==> config.mk <==
export PLATFORM = sky130hd
export DESIGN_NAME = keypad_ghost_filter
export DESIGN_NICKNAME = d
export VERILOG_FILES = /design/src/include/keypad_pkg.sv /design/src/include/ghost_if.sv /design/src/rtl/keypad_ghost_filter.sv /design/src/rtl/ghost_check.sv
export VERILOG_INCLUDE_DIRS = /design/src /design/src/include
export SDC_FILE = /design/constraint.sdc
export NUM_CORES = 1
export LEC_CHECK = 0
export ABC_CLOCK_PERIOD_IN_PS = 9700
export BUFFER_PORTS_ARGS = -buffer_cell sky130_fd_sc_hd__buf_4
export CORE_ASPECT_RATIO = 1.2
export CORE_MARGIN = 8
export CORE_UTILIZATION = 35
export DETAILED_ROUTE_END_ITERATION = 8
export GPL_ROUTABILITY_DRIVEN = 1
export PLACE_DENSITY = 0.56
export SYNTH_ARGS = -nofsm -noshare
export SYNTH_HDL_FRONTEND = slang
export SYNTH_HIERARCHICAL = 1
export SYNTH_SLANG_ARGS = --single-unit
export TNS_END_PERCENT = 10
==> constraint.sdc <==
create_clock -name clk -period 9.7 [get_ports clk]
set_input_delay 2.91 -clock clk [delete_from_list [all_inputs] [get_ports clk]]
set_output_delay 2.91 -clock clk [all_outputs]
set_load 0.02 [all_outputs]
==> src/include/keypad_defs.svh <==
// constants for the keypad ghost filter and soft-reset sequencer
// Behaviour
// - A press forming the third corner of a key rectangle is withheld.
// - No phantom key event ever leaves, so some three-key chords are lost.
// - Any key count is taken while no ghost arises and the sink has room.
// - Keys are sensed statically; debounce starts only when the sensed map differs from the reported one.
// - In normal detection the run bit, bit 7 of register 0x01, is 1.
// - A run bit going from 0 to 1 restarts the sequencer from its start.
// - A write stores its data byte in the register its command selects.
`ifndef KEYPAD_DEFS_SVH
`define KEYPAD_DEFS_SVH

`define KP_CFG_ADDR       8'h01
`define KP_CFG_RESET      8'h80
`define KP_RUN_BIT        7
`define KP_NUM_KEYS       64
`define KP_CLK_MHZ        50
`define KP_DEBOUNCE_US    1000
`define KP_DEBOUNCE_CYC   (`KP_DEBOUNCE_US * `KP_CLK_MHZ)
`define KP_LAST_KEY       6'h3f

`endif

==> src/include/keypad_pkg.sv <==
// types for the keypad ghost filter and soft-reset sequencer
package keypad_pkg;

  typedef enum logic [4:0] {
    ST_RESET    = 5'b00001,
    ST_IDLE     = 5'b00010,
    ST_DEBOUNCE = 5'b00100,
    ST_SCAN     = 5'b01000,
    ST_EMIT     = 5'b10000
  } seq_state_t;

  typedef logic [5:0]  key_idx_t;
  typedef logic [63:0] key_map_t;

endpackage

==> src/include/ghost_if.sv <==
// carrier between the sequencer and its ghost checker
`timescale 1ns/1ps
`default_nettype none
interface ghost_if;
  logic [63:0] pressed;
  logic [2:0]  row;
  logic [2:0]  col;
  logic        ghost;

  modport req (output pressed, output row, output col, input ghost);
  modport chk (input pressed, input row, input col, output ghost);
endinterface
`default_nettype wire

==> src/rtl/keypad_ghost_filter.sv <==
// key-detection sequencer with ghost filter and run-bit soft reset
`timescale 1ns/1ps
`default_nettype none
`include "keypad_defs.svh"
module keypad_ghost_filter #(
  parameter int DEBOUNCE_CYCLES = `KP_DEBOUNCE_CYC
) (
  input  wire logic                 clk,
  input  wire logic                 rst,
  // static current sense, bit {row_line, column_line} high while pressed
  input  wire keypad_pkg::key_map_t key_sense,
  // register write, already decoded from the serial frame
  input  wire logic                 wr_en,
  input  wire logic [7:0]           wr_cmd,
  input  wire logic [7:0]           wr_data,
  // register read
  input  wire logic                 rd_en,
  input  wire logic [7:0]           rd_cmd,
  output logic      [7:0]           rd_data,
  output logic                      rd_valid,
  // key events toward the event queue
  output logic                      evt_valid,
  output logic                      evt_release,
  output keypad_pkg::key_idx_t      evt_key,
  input  wire logic                 evt_ready,
  // sequencer status
  output logic                      detect_run_bit,
  output logic                      debounce_active
);
  import keypad_pkg::*;

  localparam logic [31:0] DEB_LAST = 32'(DEBOUNCE_CYCLES - 1);

  seq_state_t  state_ff;
  seq_state_t  nxt_state;
  logic [7:0]  cfg_ff;
  logic [7:0]  rd_data_ff;
  logic        rd_valid_ff;
  key_map_t    rep_ff;
  key_map_t    snap_ff;
  key_map_t    stable_ff;
  key_idx_t    idx_ff;
  logic [31:0] cnt_ff;
  logic        evt_valid_ff;
  logic        evt_release_ff;
  key_idx_t    evt_key_ff;

  ghost_if gif ();

  ghost_check u_ghost (
    .g (gif.chk)
  );

  // decode of register traffic
  wire cfg_hit   = wr_en && (wr_cmd == `KP_CFG_ADDR);
  wire cfg_rdhit = rd_en && (rd_cmd == `KP_CFG_ADDR);
  wire run       = cfg_ff[`KP_RUN_BIT];

  // candidate key for the ghost check is the scan pointer
  assign gif.pressed = rep_ff;
  assign gif.row     = idx_ff[5:3];
  assign gif.col     = idx_ff[2:0];

  wire cur_stable  = stable_ff[idx_ff];
  wire cur_diff    = cur_stable ^ rep_ff[idx_ff];
  // a press that would complete a rectangle stays pending, releases
  // always go out so the reported map can only shrink toward safety
  wire cur_blocked = cur_stable && gif.ghost;
  wire cur_emit    = cur_diff && !cur_blocked;
  wire last_key    = (idx_ff == `KP_LAST_KEY);
  // debounce only starts when something differs; an idle matrix with no
  // keys and nothing reported leaves the counter frozen
  wire activity    = (key_sense != rep_ff);
  wire sense_moved = (key_sense != snap_ff);
  wire deb_done    = (cnt_ff >= DEB_LAST);
  wire evt_taken   = evt_valid_ff && evt_ready;

  always_comb begin
    nxt_state = state_ff;
    unique case (state_ff)
      ST_RESET: begin
        // leaving here only on a set run bit restarts the whole sequence
        if (run) begin
          nxt_state = ST_IDLE;
        end
      end
      ST_IDLE: begin
        if (activity) begin
          nxt_state = ST_DEBOUNCE;
        end
      end
      ST_DEBOUNCE: begin
        if (!sense_moved && deb_done) begin
          nxt_state = ST_SCAN;
        end
      end
      ST_SCAN: begin
        if (cur_emit) begin
          nxt_state = ST_EMIT;
        end else if (last_key) begin
          nxt_state = ST_IDLE;
        end
      end
      ST_EMIT: begin
        // sink full stalls the scan; only a cleared run bit drops the pending event
        if (evt_taken) begin
          nxt_state = last_key ? ST_IDLE : ST_SCAN;
        end
      end
      default: begin
        nxt_state = ST_RESET;
      end
    endcase
    // a cleared run bit overrides every state
    if (!run) begin
      nxt_state = ST_RESET;
    end
  end

  always_ff @(posedge clk or posedge rst) begin
    if (rst) begin
      state_ff <= ST_RESET;
    end else begin
      state_ff <= nxt_state;
    end
  end

  // configuration register, run bit set from reset for normal detection
  always_ff @(posedge clk or posedge rst) begin
    if (rst) begin
      cfg_ff <= `KP_CFG_RESET;
    end else if (cfg_hit) begin
      cfg_ff <= wr_data;
    end
  end

  // read port answers one cycle after the request, unmapped reads zero
  always_ff @(posedge clk or posedge rst) begin
    if (rst) begin
      rd_data_ff  <= 8'h00;
      rd_valid_ff <= 1'b0;
    end else begin
      rd_data_ff  <= cfg_rdhit ? cfg_ff : 8'h00;
      rd_valid_ff <= rd_en;
    end
  end

  // debounce snapshot and counter
  always_ff @(posedge clk or posedge rst) begin
    if (rst) begin
      snap_ff <= '0;
      cnt_ff  <= 32'h0000_0000;
    end else if (state_ff == ST_IDLE) begin
      snap_ff <= key_sense;
      cnt_ff  <= 32'h0000_0000;
    end else if (state_ff == ST_DEBOUNCE) begin
      if (sense_moved) begin
        snap_ff <= key_sense;
        cnt_ff  <= 32'h0000_0000;
      end else if (!deb_done) begin
        cnt_ff  <= cnt_ff + 32'h0000_0001;
      end
    end else begin
      cnt_ff  <= 32'h0000_0000;
    end
  end

  // debounced map is frozen for the whole scan
  always_ff @(posedge clk or posedge rst) begin
    if (rst) begin
      stable_ff <= '0;
    end else if (state_ff == ST_RESET) begin
      stable_ff <= '0;
    end else if ((state_ff == ST_DEBOUNCE) && (nxt_state == ST_SCAN)) begin
      stable_ff <= snap_ff;
    end
  end

  // scan pointer
  always_ff @(posedge clk or posedge rst) begin
    if (rst) begin
      idx_ff <= 6'h00;
    end else if (state_ff == ST_DEBOUNCE) begin
      idx_ff <= 6'h00;
    end else if ((state_ff == ST_SCAN) && !cur_emit && !last_key) begin
      idx_ff <= idx_ff + 6'h01;
    end else if ((state_ff == ST_EMIT) && evt_taken && !last_key) begin
      idx_ff <= idx_ff + 6'h01;
    end else if (state_ff == ST_RESET) begin
      idx_ff <= 6'h00;
    end
  end

  // reported map follows only what actually left as an event; held keys
  // are forgotten on a soft reset and report again as fresh presses
  always_ff @(posedge clk or posedge rst) begin
    if (rst) begin
      rep_ff <= '0;
    end else if (state_ff == ST_RESET) begin
      rep_ff <= '0;
    end else if ((state_ff == ST_EMIT) && evt_taken) begin
      rep_ff[idx_ff] <= stable_ff[idx_ff];
    end
  end

  // event register, held until the sink takes it or the run bit clears
  always_ff @(posedge clk or posedge rst) begin
    if (rst) begin
      evt_valid_ff   <= 1'b0;
      evt_release_ff <= 1'b0;
      evt_key_ff     <= 6'h00;
    end else if (!run) begin
      evt_valid_ff   <= 1'b0;
    end else if ((state_ff == ST_SCAN) && cur_emit) begin
      evt_valid_ff   <= 1'b1;
      evt_release_ff <= !cur_stable;
      evt_key_ff     <= idx_ff;
    end else if (evt_taken) begin
      evt_valid_ff   <= 1'b0;
    end
  end

  assign rd_data         = rd_data_ff;
  assign rd_valid        = rd_valid_ff;
  assign evt_valid       = evt_valid_ff;
  assign evt_release     = evt_release_ff;
  assign evt_key         = evt_key_ff;
  assign detect_run_bit  = run;
  assign debounce_active = (state_ff == ST_DEBOUNCE);

endmodule
`default_nettype wire

==> src/rtl/ghost_check.sv <==
// ghost-corner detector for one candidate key against the reported map
`timescale 1ns/1ps
`default_nettype none
module ghost_check (
  ghost_if.chk g
);

  // candidate (row, col) plus any two of the three other corners of some
  // rectangle makes a ghost; the candidate is then the key to withhold
  always_comb begin
    logic hit;
    logic a;
    logic b;
    logic d;
    hit = 1'b0;
    a   = 1'b0;
    b   = 1'b0;
    d   = 1'b0;
    for (int r2 = 0; r2 < 8; r2++) begin
      for (int c2 = 0; c2 < 8; c2++) begin
        if ((r2[2:0] != g.row) && (c2[2:0] != g.col)) begin
          a = g.pressed[{g.row, c2[2:0]}];
          b = g.pressed[{r2[2:0], g.col}];
          d = g.pressed[{r2[2:0], c2[2:0]}];
          hit = hit | (a & b) | (a & d) | (b & d);
        end
      end
    end
    g.ghost = hit;
  end

endmodule
`default_nettype wire

### After elaboration in Yosys (flattened, before gate mapping)

Cells that the tools add are included.

| storage, ports and cells | value |
|---|---|
| flip-flop bits (word level) | 260 |
| input bits | 93 |
| output and inout port bits | 19 |
| logic and storage cells | 665 |

| operators by class | value |
|---|---|
| add/subtract/negate cells | 2 |
| order comparisons | 19 |
| eq/ne operators | 27 |
| mux-type cells | 130 |
| bitwise operators | 384 |
| reductions and logical operators | 91 |

Operators by type and width:

| cell | number |
|---|---|
| $mux 64 | 7 |
| $and 1x1->1 | 192 |
| $or 1x1->1 | 191 |
| $mux 32 | 4 |
| $ne 64x64->1 | 2 |
| $lt 6x7->1 const B | 13 |
| $mux 1 | 86 |
| $logic_and 1x1->1 | 77 |
| $bwmux 64 | 1 |
| $bmux 1 s3 | 16 |
| $add 32x1->32 const B | 1 |
| $ge 32x16->1 const B | 1 |
| $mux 5 | 6 |
| $pmux 5 s5 | 1 |
| $mux 6 | 4 |
| $ne 3x3->1 const A | 8 |
| $eq 8x1->1 const B | 2 |
| $lt 5x7->1 const B | 2 |
| $bmux 1 s6 | 2 |
| $ne 2x3->1 const A | 4 |
| $eq 5x4->1 const B | 2 |
| $mux 8 | 1 |
| $reduce_bool 2->1 | 4 |
| $lt 3x7->1 const B | 1 |
| other kinds (18) | 25 |

### Longest topological paths before layout

| logic depth | value |
|---|---|
| word-level depth | 268 |
| gate-level depth with buffers | 18 |
| mapped depth without buffers | 13 |

### By module

Netlist, hierarchy kept.

By module, submodules not included:

| module | times used | cells each | area an instance (um^2) | sequential area each (um^2) |
|---|---|---|---|---|
| keypad_ghost_filter | 1 | 1282 | 13335.3 | 6508.7 |
| ghost_check | 1 | 402 | 2748.9 | 0.0 |

### Worst setup path before layout

OpenSTA, ideal clock, no wires.

| path | value |
|---|---|
| path kind | in2reg |
| start | input port key_sense[34] |
| end | register stable_ff[0] |
| library setup time | 126 ps |
| data arrival time | 4845 ps |
| data required time | 9574 ps |
| setup slack | 4730 ps |
| stages on the path | 11 |
| path buffers | 3 |
| cell sequence | xnor2_1 -> nand4_1 -> nor4_1 -> nand2_1 -> nor2_1 -> nand2_1 -> nor3b_1 -> buf_2 -> buf_2 -> buf_2 -> o21ai_0 |

| between the ends | value |
|---|---|
| longest elaborated chain between the ends | 9 |
| elaborated cells between the ends (all ways) | 11 |
| those cells by class | eq/ne: 3; mux: 4; reduce/logical: 4 |

RTL lines:

| what | line | text |
|---|---|---|
| from (decl) | keypad_ghost_filter.sv:11 | `input wire keypad_pkg::key_map_t key_sense,` |
| $ne 64x64->1 | keypad_ghost_filter.sv:74 | `wire sense_moved = (key_sense != snap_ff);` |
| $logic_not 1->1 | keypad_ghost_filter.sv:93 | `if (!sense_moved && deb_done) begin` |
| $logic_and 1x1->1 | keypad_ghost_filter.sv:93 |  |
| $mux 5 | keypad_ghost_filter.sv:93 |  |
| $pmux 5 s5 (*) | keypad_ghost_filter.sv:80 | `unique case (state_ff)` |
| $mux 5 (*) | keypad_ghost_filter.sv:115 | `if (!run) begin` |
| $eq 5x4->1 (*) | keypad_ghost_filter.sv:174 | `end else if ((state_ff == ST_DEBOUNCE) && (nxt_state == ST_SCAN)) begin` |
| $logic_and 1x1->1 (*) | keypad_ghost_filter.sv:174 |  |
| $reduce_bool 2->1 (no source line) (*) | - |  |
| to (signal assigned) | keypad_ghost_filter.sv:175 | `stable_ff <= snap_ff;` |
| to (decl) | keypad_ghost_filter.sv:41 | `key_map_t stable_ff;` |

Mark *: on every way between the ends. The rest lies on a longest branch, timed or not.
A chain may end at the register's enable or synchronous reset.

### Final worst setup path

| path | value |
|---|---|
| start | input port key_sense[57] |
| end | register stable_ff[13] |

The elaborated chain is that of the path after synthesis.

==> impl_results.md <==
- Row Count: 86
- Final Hold Fails: 0
- Vias in the first global route: between 10000 and 15000
- Post-synth top flop: dfrtp_1
- Slew @ Worst Pin: about 1.2 ns
- Die H: between 200 and 300 µm
- IO buf count: between 100 and 150
- WL/cell: between 20 and 30 µm
- GR Util met1: between 20% and 30%
- Worst R2R Start: idx_ff[1]$_DFFE_PP0P_
- Post-route ant nets: 0
- Min-delay src: cfg_ff[2]$_DFFE_PP0P_
- Peak supply drop: 0.129 mV
- CP arrival: 6.68 ns
- First-pass DRT Iterations: 9
- Max-slew violation count: 0
- Post-synth net total: 1779
- Dpl hpwl: between 40000 and 50000 µm
- Number of enable flip-flop cells after synthesis: 0
- Skew final: approximately 0.012 ns
- # fillers: around 4600
- Final setup violation count: 0
- Sequential share of the synthesized area: approximately two fifths
- WS Path Type: input port to flop
- Period utilization: about two thirds
- Initial drt markers: approximately 1500
- Asr flop ratio synth: 100%
- Post-CTS Setup Bufs: 0
- Crit path capture type: flop
- Fin crit period: 6.32 ns
- Initial core utilization: 35.3%
- I/O pins: 112
- Drt drc: 1
- Clk sinks: 260
- R2R cell count: 14
- CP max FO: 128
- CTS Buf Count: 26
- RD Place Congestion: 0.982
- Hold Crit Depth: 1
- R2r setup slk: 3.65 ns
- Syn Area/Cell: about 9.6 µm²
- GR peak layer: met2
- Status: complete, but fails checks
- Layout Nets: ~1800
- Layout Area Growth over Synthesis: 13.2%
- Post-CTS sizing: 0
- Max-cap violations: 0
- Core ar.: approximately 46000 µm²
- Initial antenna violation count: 1
- RSZ-0062 raised after global routing: false
- CTS tree: built
- Worst rel slew slack: a little under a fifth
- Routing usage on met2: a little under two fifths
- First-pass GRT wire length: approximately 93000 µm
- Crit path required time: between 10 and 15 ns
- Gr ovfl total: 0
- Worst Hold Path EP: rd_data[2]$_DFF_PP0_
- Warnings, synthesis: 6
- Hold_ws: 0.476 ns
- Commonest non-fill, non-tap cell in the layout: dfrtp_1
- Root Buffer: clkbuf_16
- Ratio of cells with drive above 1 in the final layout: between 10% and 20%
- GR Util met3: 3.34%
- Final setup TNS: 0 ns
- Via/cell ratio: approximately 6.1
- Seq cells post-synth: 260
- Critical R2R Capture: idx_ff[5]$_DFFE_PP0P_
- Leakage: 0.00696 µW
- Die area: about 53000 µm²
- Most frequent cells in the layout: 254 x dfrtp_1, 195 x nand2_1, 137 x buf_4, 133 x xnor2_1
- Post-Route WL: ~63000 µm
- Worst skew pair latency: between 0.5 and 0.6 ns
- Hold Path Class: flop to flop
- Maximum root-to-sink buffer count: 3
- Violated checks: DRC
- PD cells: 129 nW/µm²
- Hold Buf Count CTS: 0
- GRT Total Usage: between 20% and 30%
- H-Tree Level Count: 1
- Vias: between 10000 and 15000
- Critical Path Start Type: input port
- Highest clock rate: ~160 MHz
- Post-Syn Instances: about 1700
- Largest net degree at the start of global routing: between 150 and 200
- Distinct cells, synth: 96
- Syn Std Cell Area: approximately 16000 µm²
- Die width: around 210 µm
- Reg clk slew, reported paths: 0.06 ns
[power breakdown]
part / switching (µW) / internal, µW / leakage [µW] / total [µW]
clock network: 434 / 638 / 0.000448 / 1070
registers: 16.8 / 1100 / 0.00347 / 1120
logic: 94.2 / 68.4 / 0.00305 / 163
[layout make-up]
| cell class | count | area [µm²] | share of cell area, % |
|---|---|---|---|
| antenna | 2 | 5.00 | 0.0275 |
| clock buffer | 36 | 779 | 4.28 |
| clock inverter | 9 | 126 | 0.694 |
| inverter | 17 | 67.6 | 0.371 |
| multi-input combinational | 1290 | 8900 | 48.9 |
| sequential | 260 | 6520 | 35.8 |
| tap | 616 | 771 | 4.23 |
| timing repair buffer | 138 | 1050 | 5.76 |
[cells in the mapped netlist (10+ instances only)]
master,instances,area (µm²)
a211oi_1,26,195
and2_1,14,87.6
inv_1,16,60.1
nand3_1,66,330
nor2b_1,10,62.6
nand2b_1,13,81.3
clkbuf_1,64,240
mux2i_1,60,601
a22oi_1,20,150
o21ai_0,109,546
xnor2_1,133,1160
nor2_1,109,409
nor3_1,14,70.1
nand4_1,44,275
nor4_1,21,131
a311oi_1,24,210
buf_6,17,191
nand2_1,195,732
mux2_2,88,991
mux4_2,12,270
a21oi_1,81,405
and3_1,35,219
dfrtp_1,258,6460
buf_2,23,115
nor3b_1,14,105
[how the worst max path moves through the flow]
stage / from / to / slack, ns / cells after the start
final: key_sense[57] / stable_ff[13]$_DFFE_PP0P_ / 3.38 / 11
after global routing: key_sense[57] / stable_ff[42]$_DFFE_PP0P_ / 3.03 / 11
after CTS: key_sense[57] / stable_ff[42]$_DFFE_PP0P_ / 3.35 / 11
after detailed placement: key_sense[57] / stable_ff[51]$_DFFE_PP0P_ / 2.78 / 11
after global placement: key_sense[57] / stable_ff[25]$_DFFE_PP0P_ / 2.84 / 11
after floorplan: rst / cfg_ff[0]$_DFFE_PP0P_ / 3.36 / 1
[registers in the layout (all words and copies together) (netlist names)]
signal,flops
cfg_ff,8
cnt_ff,32
evt_key,6
evt_release,1
evt_valid,1
gif.pressed,64
idx_ff,6
rd_data,8
rd_valid,1
snap_ff,64
stable_ff,64
state_ff,5
[layer usage]
metal | routed length, µm | up-vias
li1 | - | 6267
met1 | 24600 | 7031
met2 | 28800 | 779
met3 | 4620 | 270
met4 | 5140 | 0
met5 | 0 | -
[cells by family after synthesis]
logic type               share of synthesized area (%)
adder cells (fa/ha/maj)                          0.218
XOR/XNOR                                          7.73
AND/OR/NAND/NOR                                   18.4
AO/OA/AOI/OAI                                     16.0
multiplexers                                      12.9
buffers and inverters                             4.33
flip-flops                                        40.5
[worst max-delay path, cell delays in order]
cell and delay (ns):
buf_4 0.14, xnor2_1 0.36, nand4_1 0.14, nor4_1 0.63, nand2_1 0.24, nor2_1 0.16, buf_4 0.21, nand2_1 0.39
nor3b_2 0.29, buf_4 0.84, o21ai_0 0.26
[through the flow]
| stage | power, µW | cells | utilization, % | setup slack, ns | cell area (µm²) |
|---|---|---|---|---|---|
| after floorplan | 1220 | 1684 | - | 3.36 | 16100 |
| after global placement | 1300 | 2321 | 37.9 | 2.84 | 17300 |
| after detailed placement | 1300 | 2321 | 37.9 | 2.78 | 17300 |
| after CTS | 2380 | 2366 | 39.9 | 3.35 | 18200 |
| after global routing | 2420 | 2366 | 39.9 | 3.03 | 18200 |
| final | 2350 | 2368 | 39.9 | 3.38 | 18200 |
Power figures use the tool's default switching activity.
